===== src/include/atfc_map.svh =====
`ifndef ATFC_MAP_SVH
`define ATFC_MAP_SVH

// ----------------------------------------------------------------------------
// Register offsets
// ----------------------------------------------------------------------------
`define ATFC_CTRL1_OFS      16'h7000
`define ATFC_STATUS_OFS     16'h7004
`define ATFC_RES36_OFS      16'h7840
`define ATFC_RES37_OFS      16'h7850
`define ATFC_RES38_OFS      16'h7860
`define ATFC_RES39_OFS      16'h7870
`define ATFC_RES40_OFS      16'h7880
`define ATFC_RES41_OFS      16'h7890
`define ATFC_RES45_OFS      16'h78D0
`define ATFC_RES46_OFS      16'h78E0
`define ATFC_RES47_OFS      16'h78F0
`define ATFC_RES48_OFS      16'h7900
`define ATFC_RES49_OFS      16'h7910
`define ATFC_RES50_OFS      16'h7920
`define ATFC_RES52_OFS      16'h7940
`define ATFC_RES53_OFS      16'h7950
`define ATFC_CAL0_OFS       16'h7D00
`define ATFC_PRES0_OFS      16'h7E00
`define ATFC_PRES1_OFS      16'h7E10

// ----------------------------------------------------------------------------
// Field positions, masks and reset values
// ----------------------------------------------------------------------------
`define ATFC_TRB_EN_BIT     31
`define ATFC_CTRL1_RST      32'h0060_0000
`define ATFC_CTRL1_WMASK    32'hBFFF_BE7F
`define ATFC_CTRL1_RMASK    32'hFFFF_BE7F
`define ATFC_CAL0_RST       32'h0000_0000
`define ATFC_RESULT_RST     32'h0000_0000
`define ATFC_PRES0_RST      32'h0FFF_FFFF
`define ATFC_PRES1_RST      32'h0037_E3FE
`define ATFC_CONV_CODE_MAX  3'h5
`define ATFC_RESP_OKAY      2'h0
`define ATFC_RESP_DECERR    2'h3

`endif


===== src/include/atfc_pkg.sv =====
package atfc_pkg;

    typedef enum logic [1:0] {
        atfc_res_6,
        atfc_res_8,
        atfc_res_10,
        atfc_res_12
    } atfc_res_e;

    typedef struct packed {
        logic       turbo_pair_enable;
        logic       turbo_pair_fault;
        logic [2:0] turbo_lead_select;
        logic [2:0] turbo_follower_select;
        logic       fraction_format_select;
        atfc_res_e  shared_conv_resolution;
        logic [4:0] scan_trigger_source;
        logic       unit_on;
        logic       pad14;
        logic       idle_stop;
        logic       charge_pump_en;
        logic       cvd_en;
        logic       dma_clk_bypass;
        logic       bus_clk_bypass;
        logic [1:0] pad8_7;
        logic [2:0] vector_shift;
        logic       scan_level;
        logic [2:0] dma_buf_len;
    } atfc_ctrl_s;

    typedef struct packed {
        logic        valid;
        logic [5:0]  input_id;
        logic [11:0] raw;
    } atfc_res_in_s;

endpackage


===== src/verilog/atfc_result_mem.sv =====
`timescale 1ns/10ps
`default_nettype none

module atfc_result_mem #(
    parameter int WIDTH = 32,
    parameter int DEPTH = 14,
    parameter int AW    = 4
) (
    input  wire logic             aclk,
    input  wire logic             wr_en,
    input  wire logic [AW-1:0]    wr_addr,
    input  wire logic [WIDTH-1:0] wr_data,
    input  wire logic [AW-1:0]    rd_addr,
    output logic      [WIDTH-1:0] rd_data
);

    if (DEPTH > (1 << AW)) begin : g_chk
        $error("atfc_result_mem: DEPTH does not fit AW");
    end

    logic [WIDTH-1:0] mem_ff [DEPTH];

    // The array has no reset; the owner keeps a valid bit per word instead.
    always_ff @(posedge aclk) begin
        if (wr_en && (int'(wr_addr) < DEPTH)) begin
            mem_ff[wr_addr] <= wr_data;
        end
    end

    always_ff @(posedge aclk) begin
        rd_data <= (int'(rd_addr) < DEPTH) ? mem_ff[rd_addr] : '0;
    end

endmodule // atfc_result_mem

`default_nettype wire


===== src/verilog/atfc_top.sv =====
// How it works
// - Writing the turbo enable bit to one pairs two converters while the unit runs, and writing it to zero unpairs them.
// - Hardware sets the read-only turbo fault flag when pairing setup fails, and turbo stays off while it is set.
// - Lead select codes 0 to 5 pick converters 0 to 5 and codes 6 and 7 are reserved.
// - Follower select codes decode the same way, with 6 and 7 reserved.
// - Results are fractional when the format bit is one and integer when it is zero, the reset state.
// - The shared converter resolution code 3, 2, 1, 0 gives 12, 10, 8, 6 bits, with 12 bits after reset.
// - Unimplemented control bits read as zero and ignore writes.
// - The unit runs while the module enable bit is one and is held off while it is zero.
// - With stop-in-idle set the unit halts in idle mode, otherwise it keeps running.
`timescale 1ns/10ps
`default_nettype none
`include "atfc_map.svh"

module atfc_top #(
    parameter int          ADDR_W    = 16,
    parameter logic [31:0] PRES0_VAL = `ATFC_PRES0_RST,
    parameter logic [31:0] PRES1_VAL = `ATFC_PRES1_RST
) (
    input  wire logic                 aclk,
    input  wire logic                 aresetn,
    input  wire logic [ADDR_W-1:0]    s_axi_awaddr,
    input  wire logic                 s_axi_awvalid,
    output logic                      s_axi_awready,
    input  wire logic [31:0]          s_axi_wdata,
    input  wire logic [3:0]           s_axi_wstrb,
    input  wire logic                 s_axi_wvalid,
    output logic                      s_axi_wready,
    output logic [1:0]                s_axi_bresp,
    output logic                      s_axi_bvalid,
    input  wire logic                 s_axi_bready,
    input  wire logic [ADDR_W-1:0]    s_axi_araddr,
    input  wire logic                 s_axi_arvalid,
    output logic                      s_axi_arready,
    output logic [31:0]               s_axi_rdata,
    output logic [1:0]                s_axi_rresp,
    output logic                      s_axi_rvalid,
    input  wire logic                 s_axi_rready,
    input  wire atfc_pkg::atfc_res_in_s res_in,
    input  wire logic                 turbo_setup_fail,
    input  wire logic                 idle_req,
    output logic                      unit_run,
    output logic                      turbo_active,
    output logic [5:0]                turbo_lead_onehot,
    output logic [5:0]                turbo_follower_onehot,
    output logic                      fraction_format_select,
    output atfc_pkg::atfc_res_e       shared_conv_resolution,
    output logic [31:0]               calibration_word
);

    if (ADDR_W < 16) begin : g_chk
        $error("atfc_top: ADDR_W must be at least 16");
    end

    // ------------------------------------------------------------------------
    // Helpers
    // ------------------------------------------------------------------------
    function automatic logic [4:0] res_slot(input logic [15:0] a);
        case (a)
            `ATFC_RES36_OFS: res_slot = 5'h00;
            `ATFC_RES37_OFS: res_slot = 5'h01;
            `ATFC_RES38_OFS: res_slot = 5'h02;
            `ATFC_RES39_OFS: res_slot = 5'h03;
            `ATFC_RES40_OFS: res_slot = 5'h04;
            `ATFC_RES41_OFS: res_slot = 5'h05;
            `ATFC_RES45_OFS: res_slot = 5'h06;
            `ATFC_RES46_OFS: res_slot = 5'h07;
            `ATFC_RES47_OFS: res_slot = 5'h08;
            `ATFC_RES48_OFS: res_slot = 5'h09;
            `ATFC_RES49_OFS: res_slot = 5'h0A;
            `ATFC_RES50_OFS: res_slot = 5'h0B;
            `ATFC_RES52_OFS: res_slot = 5'h0C;
            `ATFC_RES53_OFS: res_slot = 5'h0D;
            default:         res_slot = 5'h10;
        endcase
    endfunction

    function automatic logic is_mapped(input logic [15:0] a);
        logic [4:0] slot;
        slot      = res_slot(a);
        is_mapped = !slot[4] || (a == `ATFC_CTRL1_OFS) || (a == `ATFC_STATUS_OFS) ||
                    (a == `ATFC_CAL0_OFS) || (a == `ATFC_PRES0_OFS) || (a == `ATFC_PRES1_OFS);
    endfunction

    // Reserved codes decode to no converter at all.
    function automatic logic [5:0] conv_decode(input logic [2:0] code);
        conv_decode = (code > `ATFC_CONV_CODE_MAX) ? 6'h00 : 6'(6'h01 << code);
    endfunction

    function automatic logic [31:0] merge_strb(input logic [31:0] old, input logic [31:0] nw,
                                               input logic [3:0] strb);
        merge_strb = old;
        for (int i = 0; i < 4; i++) begin
            if (strb[i]) begin
                merge_strb[i*8 +: 8] = nw[i*8 +: 8];
            end
        end
    endfunction

    // ------------------------------------------------------------------------
    // Write channel
    // ------------------------------------------------------------------------
    logic              aw_held_ff;
    logic              w_held_ff;
    logic [15:0]       awaddr_ff;
    logic [31:0]       wdata_ff;
    logic [3:0]        wstrb_ff;
    logic              bvalid_ff;
    logic [1:0]        bresp_ff;
    logic              aw_take;
    logic              w_take;
    logic              wr_fire;
    logic [15:0]       wr_addr;
    logic [31:0]       wr_data;
    logic [3:0]        wr_strb;
    logic              ctrl_wr;
    logic              cal_wr;

    assign s_axi_awready = !aw_held_ff && !bvalid_ff;
    assign s_axi_wready  = !w_held_ff && !bvalid_ff;
    assign aw_take       = s_axi_awvalid && s_axi_awready;
    assign w_take        = s_axi_wvalid && s_axi_wready;
    assign wr_fire       = (aw_held_ff || aw_take) && (w_held_ff || w_take);
    assign wr_addr       = aw_held_ff ? awaddr_ff : s_axi_awaddr[15:0];
    assign wr_data       = w_held_ff ? wdata_ff : s_axi_wdata;
    assign wr_strb       = w_held_ff ? wstrb_ff : s_axi_wstrb;
    assign ctrl_wr       = wr_fire && (wr_addr == `ATFC_CTRL1_OFS);
    assign cal_wr        = wr_fire && (wr_addr == `ATFC_CAL0_OFS);
    assign s_axi_bvalid  = bvalid_ff;
    assign s_axi_bresp   = bresp_ff;

    always_ff @(posedge aclk) begin
        if (!aresetn) begin
            aw_held_ff <= 1'b0;
            w_held_ff  <= 1'b0;
            awaddr_ff  <= 16'h0000;
            wdata_ff   <= 32'h0000_0000;
            wstrb_ff   <= 4'h0;
        end else begin
            if (aw_take) begin
                awaddr_ff <= s_axi_awaddr[15:0];
            end
            if (w_take) begin
                wdata_ff <= s_axi_wdata;
                wstrb_ff <= s_axi_wstrb;
            end
            aw_held_ff <= (aw_held_ff || aw_take) && !wr_fire;
            w_held_ff  <= (w_held_ff || w_take) && !wr_fire;
        end
    end

    // Writes to read-only words are dropped but still answered OKAY.
    always_ff @(posedge aclk) begin
        if (!aresetn) begin
            bvalid_ff <= 1'b0;
            bresp_ff  <= `ATFC_RESP_OKAY;
        end else if (wr_fire) begin
            bvalid_ff <= 1'b1;
            bresp_ff  <= is_mapped(wr_addr) ? `ATFC_RESP_OKAY : `ATFC_RESP_DECERR;
        end else if (s_axi_bready) begin
            bvalid_ff <= 1'b0;
        end
    end

    // ------------------------------------------------------------------------
    // Control, calibration and turbo fault
    // ------------------------------------------------------------------------
    atfc_pkg::atfc_ctrl_s ctrl_ff;
    logic [31:0]          ctrl_rd;
    logic [31:0]          cal_ff;
    logic                 fault_ff;
    logic                 bad_sel;
    logic                 fault_set;
    logic                 en_rise;

    always_ff @(posedge aclk) begin
        if (!aresetn) begin
            ctrl_ff <= `ATFC_CTRL1_RST;
        end else if (ctrl_wr) begin
            ctrl_ff <= merge_strb(ctrl_ff, wr_data, wr_strb) & `ATFC_CTRL1_WMASK;
        end
    end

    // Calibration is plain storage; software must fill it before enabling the unit.
    always_ff @(posedge aclk) begin
        if (!aresetn) begin
            cal_ff <= `ATFC_CAL0_RST;
        end else if (cal_wr) begin
            cal_ff <= merge_strb(cal_ff, wr_data, wr_strb);
        end
    end

    // A lead/follower pair that is reserved or identical cannot be paired.
    assign bad_sel   = (ctrl_ff.turbo_lead_select > `ATFC_CONV_CODE_MAX) ||
                       (ctrl_ff.turbo_follower_select > `ATFC_CONV_CODE_MAX) ||
                       (ctrl_ff.turbo_lead_select == ctrl_ff.turbo_follower_select);
    assign fault_set = ctrl_ff.turbo_pair_enable && (bad_sel || turbo_setup_fail);
    assign en_rise   = ctrl_wr && wr_strb[3] && wr_data[`ATFC_TRB_EN_BIT] && !ctrl_ff.turbo_pair_enable;

    // The flag clears only on a fresh enable, so a stale value may stand while disabled.
    always_ff @(posedge aclk) begin
        if (!aresetn) begin
            fault_ff <= 1'b0;
        end else if (fault_set) begin
            fault_ff <= 1'b1;
        end else if (en_rise) begin
            fault_ff <= 1'b0;
        end
    end

    always_comb begin
        ctrl_rd     = ctrl_ff;
        ctrl_rd[30] = fault_ff;
    end

    // ------------------------------------------------------------------------
    // Run state and outputs
    // ------------------------------------------------------------------------
    logic idle_meta_ff;
    logic idle_ff;
    logic run_c;

    always_ff @(posedge aclk) begin
        if (!aresetn) begin
            idle_meta_ff <= 1'b0;
            idle_ff      <= 1'b0;
        end else begin
            idle_meta_ff <= idle_req;
            idle_ff      <= idle_meta_ff;
        end
    end

    assign run_c = ctrl_ff.unit_on && !(ctrl_ff.idle_stop && idle_ff);

    always_ff @(posedge aclk) begin
        if (!aresetn) begin
            unit_run               <= 1'b0;
            turbo_active           <= 1'b0;
            turbo_lead_onehot      <= 6'h00;
            turbo_follower_onehot  <= 6'h00;
            fraction_format_select <= 1'b0;
            shared_conv_resolution <= atfc_pkg::atfc_res_12;
            calibration_word       <= `ATFC_CAL0_RST;
        end else begin
            unit_run               <= run_c;
            turbo_active           <= run_c && ctrl_ff.turbo_pair_enable && !fault_ff;
            turbo_lead_onehot      <= conv_decode(ctrl_ff.turbo_lead_select);
            turbo_follower_onehot  <= conv_decode(ctrl_ff.turbo_follower_select);
            fraction_format_select <= ctrl_ff.fraction_format_select;
            shared_conv_resolution <= ctrl_ff.shared_conv_resolution;
            calibration_word       <= cal_ff;
        end
    end

    // ------------------------------------------------------------------------
    // Result capture
    // ------------------------------------------------------------------------
    logic [13:0] valid_ff;
    logic [4:0]  in_slot;
    logic        res_wr;
    logic [31:0] res_word;
    logic [3:0]  frac_sh;
    logic [11:0] raw_m;

    always_comb begin
        case (res_in.input_id)
            6'h24, 6'h25, 6'h26, 6'h27, 6'h28, 6'h29: in_slot = 5'(res_in.input_id - 6'h24);
            6'h2D, 6'h2E, 6'h2F, 6'h30, 6'h31, 6'h32: in_slot = 5'(res_in.input_id - 6'h27);
            6'h34, 6'h35:                             in_slot = 5'(res_in.input_id - 6'h28);
            default:                                  in_slot = 5'h10;
        endcase
    end

    // Samples arrive right-justified; fractional form moves the top bit to bit 15.
    assign frac_sh  = 4'(4'hA - {1'b0, ctrl_ff.shared_conv_resolution, 1'b0});
    assign raw_m    = res_in.raw & (12'hFFF >> 4'(4'h6 - {1'b0, ctrl_ff.shared_conv_resolution, 1'b0}));
    assign res_word = ctrl_ff.fraction_format_select ?
                      {16'h0000, 16'({4'h0, raw_m} << frac_sh)} : {20'h00000, raw_m};
    assign res_wr   = res_in.valid && !in_slot[4] && run_c;

    always_ff @(posedge aclk) begin
        if (!aresetn) begin
            valid_ff <= 14'h0000;
        end else if (res_wr) begin
            valid_ff[in_slot[3:0]] <= 1'b1;
        end
    end

    // ------------------------------------------------------------------------
    // Read channel
    // ------------------------------------------------------------------------
    logic        rd_stage_ff;
    logic        rvalid_ff;
    logic [15:0] rd_addr_ff;
    logic [31:0] rdata_ff;
    logic [1:0]  rresp_ff;
    logic [31:0] mem_q;
    logic [4:0]  rd_slot;
    logic [4:0]  ar_slot;
    logic [31:0] rd_mux;

    assign s_axi_arready = !rd_stage_ff && !rvalid_ff;
    assign s_axi_rvalid  = rvalid_ff;
    assign s_axi_rdata   = rdata_ff;
    assign s_axi_rresp   = rresp_ff;
    assign rd_slot       = res_slot(rd_addr_ff);
    assign ar_slot       = res_slot(s_axi_araddr[15:0]);

    atfc_result_mem #(
        .WIDTH (32),
        .DEPTH (14),
        .AW    (4)
    ) u_mem (
        .aclk    (aclk),
        .wr_en   (res_wr),
        .wr_addr (in_slot[3:0]),
        .wr_data (res_word),
        .rd_addr (ar_slot[3:0]),
        .rd_data (mem_q)
    );

    always_comb begin
        rd_mux = 32'h0000_0000;
        if (!rd_slot[4]) begin
            rd_mux = valid_ff[rd_slot[3:0]] ? mem_q : `ATFC_RESULT_RST;
        end else begin
            case (rd_addr_ff)
                `ATFC_CTRL1_OFS:  rd_mux = ctrl_rd;
                `ATFC_STATUS_OFS: rd_mux = {28'h0000000, idle_ff, fault_ff, turbo_active, unit_run};
                `ATFC_CAL0_OFS:   rd_mux = cal_ff;
                `ATFC_PRES0_OFS:  rd_mux = PRES0_VAL;
                `ATFC_PRES1_OFS:  rd_mux = PRES1_VAL;
                default:          rd_mux = 32'h0000_0000;
            endcase
        end
    end

    always_ff @(posedge aclk) begin
        if (!aresetn) begin
            rd_stage_ff <= 1'b0;
            rvalid_ff   <= 1'b0;
            rd_addr_ff  <= 16'h0000;
            rdata_ff    <= 32'h0000_0000;
            rresp_ff    <= `ATFC_RESP_OKAY;
        end else if (s_axi_arvalid && s_axi_arready) begin
            rd_stage_ff <= 1'b1;
            rd_addr_ff  <= s_axi_araddr[15:0];
        end else if (rd_stage_ff) begin
            rd_stage_ff <= 1'b0;
            rvalid_ff   <= 1'b1;
            rdata_ff    <= rd_mux;
            rresp_ff    <= is_mapped(rd_addr_ff) ? `ATFC_RESP_OKAY : `ATFC_RESP_DECERR;
        end else if (s_axi_rready) begin
            rvalid_ff   <= 1'b0;
        end
    end
endmodule // atfc_top

`default_nettype wire

===== config.mk =====
export PLATFORM = sky130hd
export DESIGN_NAME = atfc_top
export DESIGN_NICKNAME = d
export VERILOG_FILES = /design/src/include/atfc_pkg.sv /design/src/verilog/atfc_result_mem.sv /design/src/verilog/atfc_top.sv
export VERILOG_INCLUDE_DIRS = /design/src /design/src/include
export SDC_FILE = /design/constraint.sdc
export NUM_CORES = 1
export LEC_CHECK = 0
export BUFFER_PORTS_ARGS = -buffer_cell sky130_fd_sc_hd__buf_4
export CORE_MARGIN = 5
export CORE_UTILIZATION = 30
export DETAILED_ROUTE_END_ITERATION = 16
export HOLD_SLACK_MARGIN = 0.02
export PLACE_DENSITY = 0.52
export SYNTH_ARGS = -nofsm -noshare
export SYNTH_HDL_FRONTEND = slang
export SYNTH_SLANG_ARGS = --single-unit
export TNS_END_PERCENT = 100

===== constraint.sdc =====
create_clock -name aclk -period 4.6 [get_ports aclk]
set_clock_uncertainty 0.15 [all_clocks]
set_input_delay 0.69 -clock aclk [delete_from_list [all_inputs] [get_ports aclk]]
set_output_delay 0.69 -clock aclk [all_outputs]
set_load 0.03 [all_outputs]

# Word level (Yosys, flattened, before mapping)
# Memories as Yosys holds them, arrays and structs flattened. A register that Yosys moved wholly into a read port is not among the register bits.
# Cells that the tools add are included.
# op_classes
muxes,31
bitwise_logic,4
eq_ne,67
n_addsub,5
n_shift,4
magnitude_cmp,7
n_reduce_logical,69
# op_table
op,count
16-bit by 15-bit equality test with 1-bit output (second input constant),52
32-bit case mux with 5 select lines,1
5-bit case mux with 14 select lines,2
32-bit two-way mux,3
6-bit equality test (second input constant),14
4-bit case mux with 14 select lines,1
16-bit two-way mux,2
5-bit two-way mux,5
1-bit logical AND,23
2-bit AND reduction,10
12-bit by 4-bit left shift with 16-bit output,1
1-bit logical OR,15
5-bit case mux with 3 select lines,1
14-bit bitwise OR,1
1-bit logical NOT,13
12-bit AND,1
6-bit OR reduction,2
1-bit by 3-bit left shift with 6-bit output (first input constant),2
12-bit by 4-bit >> shifter with 12-bit output (first input constant),1
1-bit two-way mux,11
4-bit by 5-bit < comparator with 1-bit output (second input constant),2
5-bit by 3-bit subtractor with 5-bit output (second input constant),2
4-bit < comparator (second input constant),2
3-bit > comparator (second input constant),2
other kinds (12),18
# totals
ram_bits,224
output_inout_bits,90
wordCells,231
register_bits,267
input_bits,96
memories,1
# memory_table
name,depth,word_bits,rd,rd_clocked_by_memory_dff,wr,line_no,source
u_mem.mem_ff,14,16,1,1,1,atfc_result_mem.sv:21,logic [WIDTH-1:0] mem_ff [DEPTH];

# Depth between registers and ports, before layout
# Gate-level depths: netlist of the first run.
# depth
depth_word,14
mapped_depth,12
ltp_nobuf,9

# Modules after synthesis
# Synthesis of the first run repeated with hierarchy kept, for this count alone.
# hier_totals
hier_cells,2011
area_unflattened_um2,28474.8
# modules_own_cells
module,cells_each,n_inst,area_per_inst_um2,seq_area_each_um2
atfc_result_mem,780,1,17621.9,14093.5
atfc_top,1231,1,10852.9,4664.5

# Worst setup path after synthesis of the first run
# Ideal clock, no wire load.
# synth_timing
path_type,input to register
start,input port res_in[12] in the netlist's numbering
end,"memory u_mem.mem_ff[4][0] in the netlist's numbering, enable pin"
stages,8
path_slack_ps,267
arrival_time_ps,3750
required_time_ps,4016
cell_sequence,inv_1 > ha_1 > o21ai_0 > a211oi_1 > a221o_1 > a211oi_1 > nand2_1 > nor4_1
# synth_via
elab_chain_len,9
word_cells_on_any_way,28
classes_between,add/sub: 3; order compare: 1; eq/ne: 14; mux: 3; reduce/logical: 7
# synth_lines
element,line_no,source
"start, declared",atfc_top.sv:39,"input wire atfc_pkg::atfc_res_in_s res_in,"
"parallel branches: the longest is 2 deep, another holds 5-bit by 4-bit subtractor with 5-bit output",-,
5-bit case mux with 3 select lines *,atfc_top.sv:266,case (res_in.input_id)
"parallel branches: the longest is 6 deep, another holds 4-bit < comparator",-,
"end, declared",atfc_result_mem.sv:21,
# Every way passes the cells marked *.

# Final worst setup path of the first run
# layout_timing
start,input port res_in[15] in the netlist's numbering
end,"memory u_mem.mem_ff[13][13] in the netlist's numbering, enable pin"
# The elaborated chain is that of the path after synthesis.

==> metrics.txt, run 1 <==
Fmax achieved about 300 MHz; delay-heaviest family, CP compound AO/OA/AOI/OAI gates; kind of end point of the critical path register; synth cell count leaders 286 x nand2_1, 249 x dfxtp_1, 224 x edfxtp_1, 138 x a21oi_1, 117 x nor2_1; Worst path max stage delay 0.55 ns; Worst-Margin Slew 1.26 ns; Synth top area share 33.9%; worst path cell trace buf_4 -> inv_1 -> ha_1 -> o21ai_0 -> a211oi_1 -> nor4_1 -> a211oi_1 -> nor3b_1 -> nor3b_2 -> buf_4; syn avg cell area 11.0 µm²; Post-synth top flop dfxtp_1; Final Max Tran Viols 0; largest net degree at the start of global routing slightly below 90; fin crit share between 70% and 80%; total track usage 15.0%; Buf/Inv on CP 3; Netlist Area Pre-Place 0.0198 mm²; initial antenna violation count 2; sequential fraction of the synthesis area 59.0%; H-tree lvl count 2; clock tree buffer depth 3; flip-flop and latch area 0.0117 mm²; DR pass1 iterations 5; clock transition at the registers of the reported paths 0.06 ns; number of setup violations in the final report 0; Inst Count DP 2776; Port-buffer cells 185; Worst Min Path Start idle_req; hold depth 2; status finished clean; Yosys top cell by area edfxtp_1; MaxCap Viol Count 0; share of cells above drive strength 1 19.9%; CTS Sinks 473; Worst Setup Path Type in2reg; Initial Utilization 30.2%; # DRC 0; VDD IR max 234 µV; DRT Wirelength about 56000 µm; Post-CTS Hold Buffers 0; Final HPWL DP 39100 µm; startpoint class of the critical path primary input; Synth Register Bits approximately 470; Reg2Reg Setup Slack 1.27 ns; Setup TNS 0 ns; unrepaired setup endpoints after global routing false; synthesized net count 1901; EDFF count, synth about 220; area grow syn2layout 20.4%; clock period minus worst slack 3.34 ns; multi-input logic area approximately 0.0075 mm²; total number of vias approximately 14000; average wire per standard cell between 15 and 20 µm; Die Area 0.0714 mm²; DR vias/cell 4.94; Sw Share 22.7%; Yosys cell types 88; setup bufs post-CTS 0; filler instances 6445; CP max FO 17; Synth Instances 1796; Reg2Reg Depth 9; async set or reset register ratio after synthesis 0%; FP Rows 94; main area contributors after synthesis edfxtp_1 34%, dfxtp_1 25%, nand2_1 5.4%, mux2i_1 5.0%, a21oi_1 3.5%; I/O pin cnt 186; top-count cell post-synth nand2_1; Hold Vio Cnt, Final 0; nets@finish 2069; CTS resizes 0; cell area power density 390 mW/mm²; Lkg Pwr about 9 nW; Initial DRC Count between 900 and 1000; Arrival @ worst endpoint 3.44 ns; reg2reg start aw_held_ff$_SDFF_PN0_; vias in the first global route 14028; Root Driver clkbuf_16; Cell Count, Final, Fillers Out 2872; Core Box Area 0.0656 mm²; Seq pwr share 48.7%; Clk pwr share roughly 45%; Switching Power about 2.1 mW; first-pass GRT wire length about 84000 µm; TritonCTS clock tree done; die width 267 µm; Hold Path Sink idle_meta_ff$_SDFF_PN0_; Die Height between 200 and 300 µm; clock latency on the worst-skew pair 0.59 ns; r2r endpoint cal_ff[19]$_SDFFE_PN0P_; GRT overflow 0; Synth warnings 0; internal power 7.19 mW; GP Congestion 0.820; hold crit path type in2reg; Comb power frac 6.8%; CTS Buf Count 50; CP required around 4.7 ns; Slew headroom 16.2%; Slowest cell on crit path a211oi_1; Final ANT Viol Nets 0
how the worst max path moves through the flow:
stage	start	end	slack [ns]	depth (start not counted)
5_1_grt	aw_held_ff$_SDFF_PN0_	cal_ff[17]$_SDFFE_PN0P_	1.00	9
2_1_floorplan	res_in[12]	u_mem.mem_ff[4][0]$_DFFE_PP_	0.27	8
6_report	res_in[15]	u_mem.mem_ff[13][13]$_DFFE_PP_	1.26	10
3_5_place_dp	res_in[15]	u_mem.mem_ff[13][15]$_DFFE_PP_	0.69	10
3_3_place_gp	res_in[15]	u_mem.mem_ff[13][15]$_DFFE_PP_	0.73	10
4_1_cts	aw_held_ff$_SDFF_PN0_	cal_ff[19]$_SDFFE_PN0P_	1.17	9
flip-flops by register name, indices dropped and copies added (netlist names), 14 cells and up:
register and cells:
cal_ff 32, rd_addr_ff 16, valid_ff 14, awaddr_ff 16, u_mem.mem_ff 224, wdata_ff 32, ctrl_ff 28, s_axi_rdata 32
u_mem.rd_data 16, calibration_word 32
layer usage:
metal  global-route usage (%)  vias up  routed length (µm)
li1                         -     6816                   -
met3                     2.43       61                2840
met5                        0        -                   0
met2                     25.7      347               26600
met4                     3.65        0                1030
met1                     20.0     6961               25100
power groups by stage:
stage          Clock (mW)  Combinational, mW  Sequential, mW
2_1_floorplan           0              0.362            4.63
5_1_grt              4.40              0.691            4.53
4_1_cts              4.26              0.635            4.53
3_3_place_gp            0              0.626            4.62
6_report             4.15              0.629            4.53
3_5_place_dp            0              0.634            4.62
logic make-up after synthesis:
family / count (synthesis) / share of synthesized area (%)
multiplexers: 151 / 8.55
AO/OA/AOI/OAI: 368 / 12.2
AND/OR/NAND/NOR: 656 / 16.4
XOR/XNOR: 4 / 0.177
buffers and inverters: 135 / 3.10
flip-flops: 473 / 59.0
adder cells (fa/ha/maj): 9 / 0.568
metrics by stage:
step                      hold slack [ns]  utilization, %  worst slack (ns)  instance area, µm²  total power, mW
after floorplan                     0.262               -             0.267               19800             4.99
after global placement              0.288            33.8             0.725               22200             5.24
after detailed placement            0.291            33.8             0.693               22200             5.25
after CTS                           0.128            36.4              1.17               23900             9.42
after global routing                0.166            36.4              1.00               23900             9.63
final                               0.167            36.4              1.26               23900             9.30
placed cells by master (no fill, tap or decap), types with 12 or more instances in the layout:
| cell | instances |
|---|---|
| nand2_1 | 286 |
| dfxtp_1 | 247 |
| buf_4 | 230 |
| edfxtp_1 | 224 |
| a21oi_1 | 138 |
| nor2_1 | 114 |
| mux2i_1 | 99 |
| and2_1 | 77 |
| clkbuf_16 | 51 |
| a211oi_1 | 44 |
| mux2_2 | 40 |
| o21ai_0 | 39 |
| nor2b_1 | 32 |
| nor4_1 | 24 |
| a22oi_1 | 20 |
| o31ai_1 | 20 |
| inv_1 | 18 |
| o21a_1 | 18 |
| a22o_1 | 16 |
| nor3b_1 | 14 |
| or4_1 | 13 |
| and3_1 | 12 |
worst reg2reg max path, cell delays in order, from the launching register on:
cell and delay (ns):
dfxtp_1 0.69, buf_4 0.30, nand4b_1 0.12, nor4_1 0.39, o221ai_1 0.21, nor3_1 0.28
buf_4 0.19, and2_1 0.54, mux2i_1 0.29, nor2_1 0.06
final cells by class:
cell class                 instances  area share, %
antenna                            3         0.0314
clock buffer                      73           6.15
clock inverter                    20          0.938
inverter                          19          0.309
multi-input combinational       1188           31.6
sequential                       473           49.0
tap                              864           4.53
timing repair buffer             232           7.40
(Power assumes the default switching activity.)
==> inputs of run 2 (changes only) <==
Clock period 4.6 ns to 2.8 ns, I/O delays scaled along.
==> run 2 against run 1 <==
Net effect: sequential cell count unchanged; combinational power up 96%; first-iteration DRC count fell by 2.9%; count of clock-buffer cells in the layout is 12 lower; die area is the same; global-route usage rose by 0.59 points; worst setup slack worse by 1.1 ns; largest cell class unchanged.
==> metrics.txt, run 2 (synthesis gave the netlist of run 1 again) <==
CTS Sinks 473 (unchanged); Final HPWL DP 40800 µm (was 39100 µm); kind of end point of the critical path register (unchanged); Die Area 0.0714 mm² (unchanged); Final ANT Viol Nets 0 (unchanged); Hold Path Sink rd_addr_ff[14]$_SDFFE_PN0P_ (was idle_meta_ff$_SDFF_PN0_); Die Height 267 µm (unchanged); Biggest register u_mem.mem_ff (unchanged); Reg2Reg Setup Slack 0.14 ns (was 1.27 ns); FP Rows 94 (unchanged); Worst Min Path Start s_axi_araddr[14] (was idle_req); DR vias/cell 4.88 (was 4.94); Worst Setup Path Type in2reg (unchanged); DR pass1 iterations 5 (unchanged); status finished clean (unchanged); number of setup violations in the final report 0 (unchanged); H-tree lvl count 2 (unchanged); clock latency on the worst-skew pair 0.58 ns (was 0.59 ns); clock transition at the registers of the reported paths 0.06 ns (about the same); Port-buffer cells 185 (unchanged); CP max FO 10 (was 17); largest net degree at the start of global routing 49 (was 87); highest metal used met5 (was met4); Setup TNS 0 ns (unchanged); VDD IR max 350 µV (was 234 µV); CP required 3.11 ns (was 4.70 ns); Arrival @ worst endpoint 2.99 ns (was 3.44 ns); most common cell after layout, fill and taps aside buf_4 (was nand2_1); hold crit path type in2reg (unchanged); Worst-Margin Slew 1.10 ns (was 1.26 ns); share of cells above drive strength 1 25.8% (was 19.9%); Final Max Tran Viols 0 (unchanged); hold depth 4 (was 2); Hold Vio Cnt, Final 0 (unchanged); Inst Count DP 2902 (was 2776); initial antenna violation count 3 (was 2); average wire per standard cell 18.9 µm (was 19.4 µm); Area after DPL 0.0237 mm² (was 0.0222 mm²); Largest register FFs 224 (unchanged); area grow syn2layout 30.9% (was 20.4%); DRT Wirelength 57800 µm (was 55600 µm); cell area power density 583 mW/mm² (was 390 mW/mm²); MaxCap Viol Count 0 (unchanged); total number of vias 14894 (was 14185); Fmax achieved 373 MHz; GP Congestion 0.830 (was 0.820); unrepaired setup endpoints after global routing true (was false); fin crit share 95.7%; r2r endpoint ctrl_ff[26]$_SDFFE_PN0P_ (was cal_ff[19]$_SDFFE_PN0P_); Initial Utilization 30.2% (unchanged); startpoint class of the critical path primary input (unchanged); total track usage 15.6% (was 15.0%); I/O pin cnt 186 (unchanged); met3 wire len 3520 µm (was 2840 µm); metal2 WL 28000 µm (was 26600 µm); # DRC 0 (unchanged); clock period minus worst slack 2.68 ns; Root Driver clkbuf_16 (unchanged); Reg2Reg Depth 8 (was 9); first-pass GRT wire length 87800 µm (was 84200 µm); reg2reg start aw_held_ff$_SDFF_PN0_ (unchanged); vias in the first global route 15007 (was 14028); GRT overflow 0 (unchanged); Lkg Pwr 10.0 nW (was 9.05 nW); fin area 0.0260 mm² (was 0.0239 mm²); clock tree buffer depth 3 (unchanged); Initial DRC Count 966 (was 995); Setup WS post-layout 0.122 ns (was 1.26 ns); dpl ws -0.312 ns (was 0.693 ns); WL met1 24900 µm (was 25100 µm); final hold slack 0.0656 ns (was 0.167 ns); commonest non-fill, non-tap cells in the layout 327 x buf_4, 285 x nand2_1, 243 x dfxtp_1 (was 286 x nand2_1, 247 x dfxtp_1, 230 x buf_4); die width 267 µm (unchanged); nets@finish 2257 (was 2069); Slew headroom 26.7% (was 16.2%); CTS Buf Count 49 (was 50); Cell Count, Final, Fillers Out 3053 (was 2872); Core Box Area 0.0656 mm² (unchanged); TritonCTS clock tree done (unchanged)
[run 2: cell count changes in the layout (fill, tap and decap cells not counted), moves of 5 or more]
| cell | change |
|---|---|
| buf_4 | +97 |
| clkbuf_8 | -7 |
| clkinv_2 | +9 |
| o21ai_1 | -5 |
| nor2b_1 | -5 |
| ha_1 | -5 |
| buf_12 | +31 |
| dlygate4sd3_1 | +59 |
[run 2: worst max path at each step]
stage,startpoint,slack (ns),cells after the start,endpoint
floorplan,res_in[14],-0.13,7,u_mem.mem_ff[4][0]$_DFFE_PP_
finish,s_axi_awaddr[6],0.12,10,ctrl_ff[26]$_SDFFE_PN0P_
global route,s_axi_awaddr[6],-0.003,10,fault_ff$_SDFFE_PN0P_
CTS,aw_held_ff$_SDFF_PN0_,0.001,8,ctrl_ff[22]$_SDFFE_PN1P_
detailed placement,s_axi_araddr[15],-0.31,10,u_mem.rd_data[8]$_SDFF_PP0_
global placement,s_axi_araddr[15],-0.22,10,u_mem.rd_data[11]$_SDFF_PP0_
[run 2: routing by layer]
metal | global-route usage, % | vias to the layer above
met4 | 4.06 | 4
met2 | 26.9 | 369
li1 | - | 7193
met5 | 0 | -
met3 | 3.57 | 91
met1 | 19.8 | 7237
[run 2: worst max-delay path, stage by stage]
cell           delay (ns)
dlygate4sd3_1        0.53
buf_4                0.14
nor3_2               0.23
o21ai_2              0.10
or4_4                0.57
a2111oi_4            0.39
clkbuf_16            0.24
nand2_4              0.11
mux2i_1              0.19
nor2_1               0.05
[run 2: layout make-up]
| class | instances | area (µm²) |
|---|---|---|
| clock inverters | 26 | 267 |
| well taps | 864 | 1080 |
| inverters | 19 | 73.8 |
| repair buffers | 421 | 3740 |
| flip-flops and latches | 473 | 11700 |
| multi-input cells | 1188 | 7760 |
| diodes | 1 | 2.50 |
| fillers | 6242 | 39700 |
| clock buffers | 61 | 1310 |
[run 2: power by group]
part | internal (mW) | switching [mW] | leakage [nW]
Clock | 3.78 | 2.70 | 0.786
Combinational | 0.535 | 0.700 | 5.06
Sequential | 7.33 | 0.0827 | 4.19
Total | 11.6 | 3.49 | 10.0
[run 2: per-stage QoR]
stage | power (mW) | util (%)
finish | 15.1 | 39.6
global route | 15.7 | 39.6
CTS | 15.3 | 39.4
detailed placement | 8.72 | 36.1
global placement | 8.70 | 36.1
floorplan | 8.21 | -
[run 2: timing repair]
| item | CTS | global route |
|---|---|---|
| hold buffers | 59 | 0 |
| setup buffers | 0 | 4 |
| endpoints found under the setup margin | 0 | 148 |
| gates resized for setup | 0 | 20 |
| hold endpoints to repair | 59 | 0 |
==> inputs of run 3 (changes only) <==
Clock period 2.8 ns to 2.28 ns, I/O delays scaled along.
==> run 3 against run 2 <==
Net effect: the run now ends with negative setup slack left; worst setup slack worse by 0.40 ns; clock power is 34% higher; power is 29% higher; core utilization is 3.5 points higher; sequential share of layout area is 3.6 points lower; combinational power is 41% higher; cell count is 3.5% higher; sequential power is 23% higher; global-route usage is 1.2 points higher; sequential cell count stayed put; count of clock-buffer cells in the layout is 13 higher; largest cell class unchanged.
==> metrics.txt, run 3 (synthesis gave the netlist of run 1 again) <==
status finished, violations left (was finished clean); failing checks negative setup slack; Port-buffer cells 185 (unchanged); unrepaired setup endpoints after global routing true (unchanged); clock transition at the registers of the reported paths 0.06 ns (about the same); initial antenna violation count 2 (was 3); CTS Sinks 473 (unchanged); cell area power density 692 mW/mm² (was 583 mW/mm²); Buf/Inv on CP 3 (unchanged); Core Box Area 0.0656 mm² (unchanged); DR pass1 iterations 4 (was 5); die width 267 µm (unchanged); Largest register FFs 224 (unchanged); Die Area 0.0714 mm² (unchanged); kind of end point of the critical path register (unchanged); H-tree lvl count 2 (unchanged); share of cells above drive strength 1 33.8% (was 25.8%); Crit path top cell by count nor4b_4; worst path cell trace nor4b_4 -> nor4b_4 -> buf_4 -> nor3_4 -> buf_6 -> mux2_4 -> a311oi_2 -> o41a_4 -> clkbuf_16 -> o31ai_4 (was dlygate4sd3_1 -> buf_4 -> nor3_2 -> o21ai_2 -> or4_4 -> a2111oi_4 -> clkbuf_16 -> nand2_4 -> mux2i_1 -> nor2_1); clock latency on the worst-skew pair 0.61 ns (was 0.58 ns); MaxCap Viol Count 0 (unchanged); grt met3 use 3.27% (was 3.57%); Lkg Pwr 10.8 nW (was 10.0 nW); largest net degree at the start of global routing 87 (was 49); dpl ws -0.647 ns (was -0.312 ns); fin crit share 112%; DRT Wirelength 63600 µm (was 57800 µm); Final Max Tran Viols 0 (unchanged); Setup WS post-layout -0.278 ns (was 0.122 ns); delay-heaviest family, CP simple AND/OR/NAND/NOR gates (unchanged); grt met1 use 22.3% (was 19.8%); Worst-Margin Slew 0.704 ns (was 1.10 ns); total number of vias 15544 (was 14894); VDD IR max 566 µV (was 350 µV); Worst Min Path Start s_axi_awaddr[9] (was s_axi_araddr[14]); Initial Utilization 30.2% (unchanged); most common cell after layout, fill and taps aside buf_4 (unchanged); startpoint class of the critical path register (was primary input); CTS Buf Count 53 (was 49); layer with the highest usage met2 (unchanged); Fmax achieved 391 MHz; Final ANT Viol Nets 0 (unchanged); reg2reg start rd_addr_ff[5]$_SDFFE_PN0P_ (was aw_held_ff$_SDFF_PN0_); Final Core Density 43.1% (was 39.6%); nets@finish 2354 (was 2257); Biggest register u_mem.mem_ff (unchanged); Initial DRC Count 1024 (was 966); worst setup path startpoint rd_addr_ff[5]$_SDFFE_PN0P_ (was s_axi_awaddr[6]); area grow syn2layout 42.4% (was 30.9%); average wire per standard cell 20.1 µm (was 18.9 µm); clock tree buffer depth 3 (unchanged); total track usage 16.7% (was 15.6%); Slowest cell on crit path dfxtp_2 (was or4_4); hold crit path type in2reg (unchanged); Worst path max stage delay 0.36 ns (was 0.57 ns); FP Rows 94 (unchanged); vias in the first global route 15506 (was 15007); # DRC 0 (unchanged); Hold Vio Cnt, Final 0 (unchanged); I/O pin cnt 186 (unchanged); GRT overflow 0 (unchanged); GP Congestion 0.820 (was 0.830); commonest non-fill, non-tap cells in the layout 339 x buf_4, 277 x nand2_1, 240 x dfxtp_1 (was 327 x buf_4, 285 x nand2_1, 243 x dfxtp_1); CP required 2.62 ns (was 3.11 ns); Worst Setup Path Type reg2reg (was in2reg); CP max FO 8 (was 10); Die Height 267 µm (unchanged); Slew headroom 53.1% (was 26.7%); first-pass GRT wire length 93200 µm (was 87800 µm); clock period minus worst slack 2.56 ns; met2 Track Usage GR 28.6% (was 26.9%); Root Driver clkbuf_16 (unchanged); DR vias/cell 4.92 (was 4.88); TritonCTS clock tree done (unchanged); number of setup violations in the final report 318 (was 0); Final HPWL DP 41900 µm (was 40800 µm); Arrival @ worst endpoint 2.90 ns (was 2.99 ns)
-- run 3: cell count changes in the layout (fill, tap and decap cells not counted), sizes merged --
cell         change
and2             +6
buf             +63
clkbuf          +22
clkinv           -4
clkinvlp         +1
diode            +1
dlygate4sd3     +13
inv              +2
nand2            +2
-- run 3: stage by stage --
step,instances,TNS [ns],area [µm²],hold WS [ns],power [mW]
2_1_floorplan,1796,-74.78,20400,0.262,10.1
3_3_place_gp,2944,-146.98,24200,0.275,10.8
3_5_place_dp,2944,-163.46,24200,0.271,10.8
4_1_cts,3145,-62.93,27300,0.0920,19.7
5_1_grt,3157,-74.78,28200,0.135,20.3
6_report,3159,-54.55,28300,0.140,19.5
-- run 3: worst paths after layout --
check	end	slack [ns]	cells after the start
setup / recovery	s_axi_rdata[7]$_SDFFE_PN0P_	-0.28	10
hold / removal	s_axi_bresp[0]$_SDFFE_PN0P_	0.14	5
setup reg to reg	s_axi_rdata[7]$_SDFFE_PN0P_	-0.28	10
hold reg to reg	idle_ff$_SDFF_PN0_	0.28	1
-- run 3: worst register-to-register path, cell delays in order, from the launching register on --
cell,delay (ns)
dfxtp_2,0.36
nor4b_4,0.33
nor4b_4,0.09
buf_4,0.15
nor3_4,0.20
buf_6,0.13
mux2_4,0.30
a311oi_2,0.22
o41a_4,0.25
clkbuf_16,0.18
o31ai_4,0.08
-- run 3: cell type report --
cell class	instances	area [µm²]
Inverter	19	73.8
Multi-Input combinational cell	1196	8690
Clock inverter	25	319
Tap cell	864	1080
Clock buffer	74	1480
Fill cell	6116	37400
Timing Repair Buffer	506	4880
Antenna cell	2	5.00
Sequential cell	473	11700
-- run 3: per-layer routing --
| metal | routed length (µm) | vias up |
|---|---|---|
| met3 | 3650 | 73 |
| met4 | 1060 | 0 |
| met1 | 28300 | 7640 |
| li1 | - | 7423 |
| met2 | 30600 | 408 |
| met5 | 0 | - |
-- run 3: where the power goes --
part           leakage [nW]  internal [mW]  switching [mW]
clock network         0.871           5.13            3.56
logic                  5.79          0.780           0.959
registers              4.19           9.00           0.108
total                  10.8           14.9            4.63
-- run 3: repair_timing --
item | CTS | global route
pin swaps | 16 | 65
cloned | 12 | 11
gates resized for setup | 59 | 140
hold buffers | 72 | 0
endpoints found under the setup margin | 319 | 334
endpoints found under the hold margin | 126 | 0
buffers inserted | 23 | 19
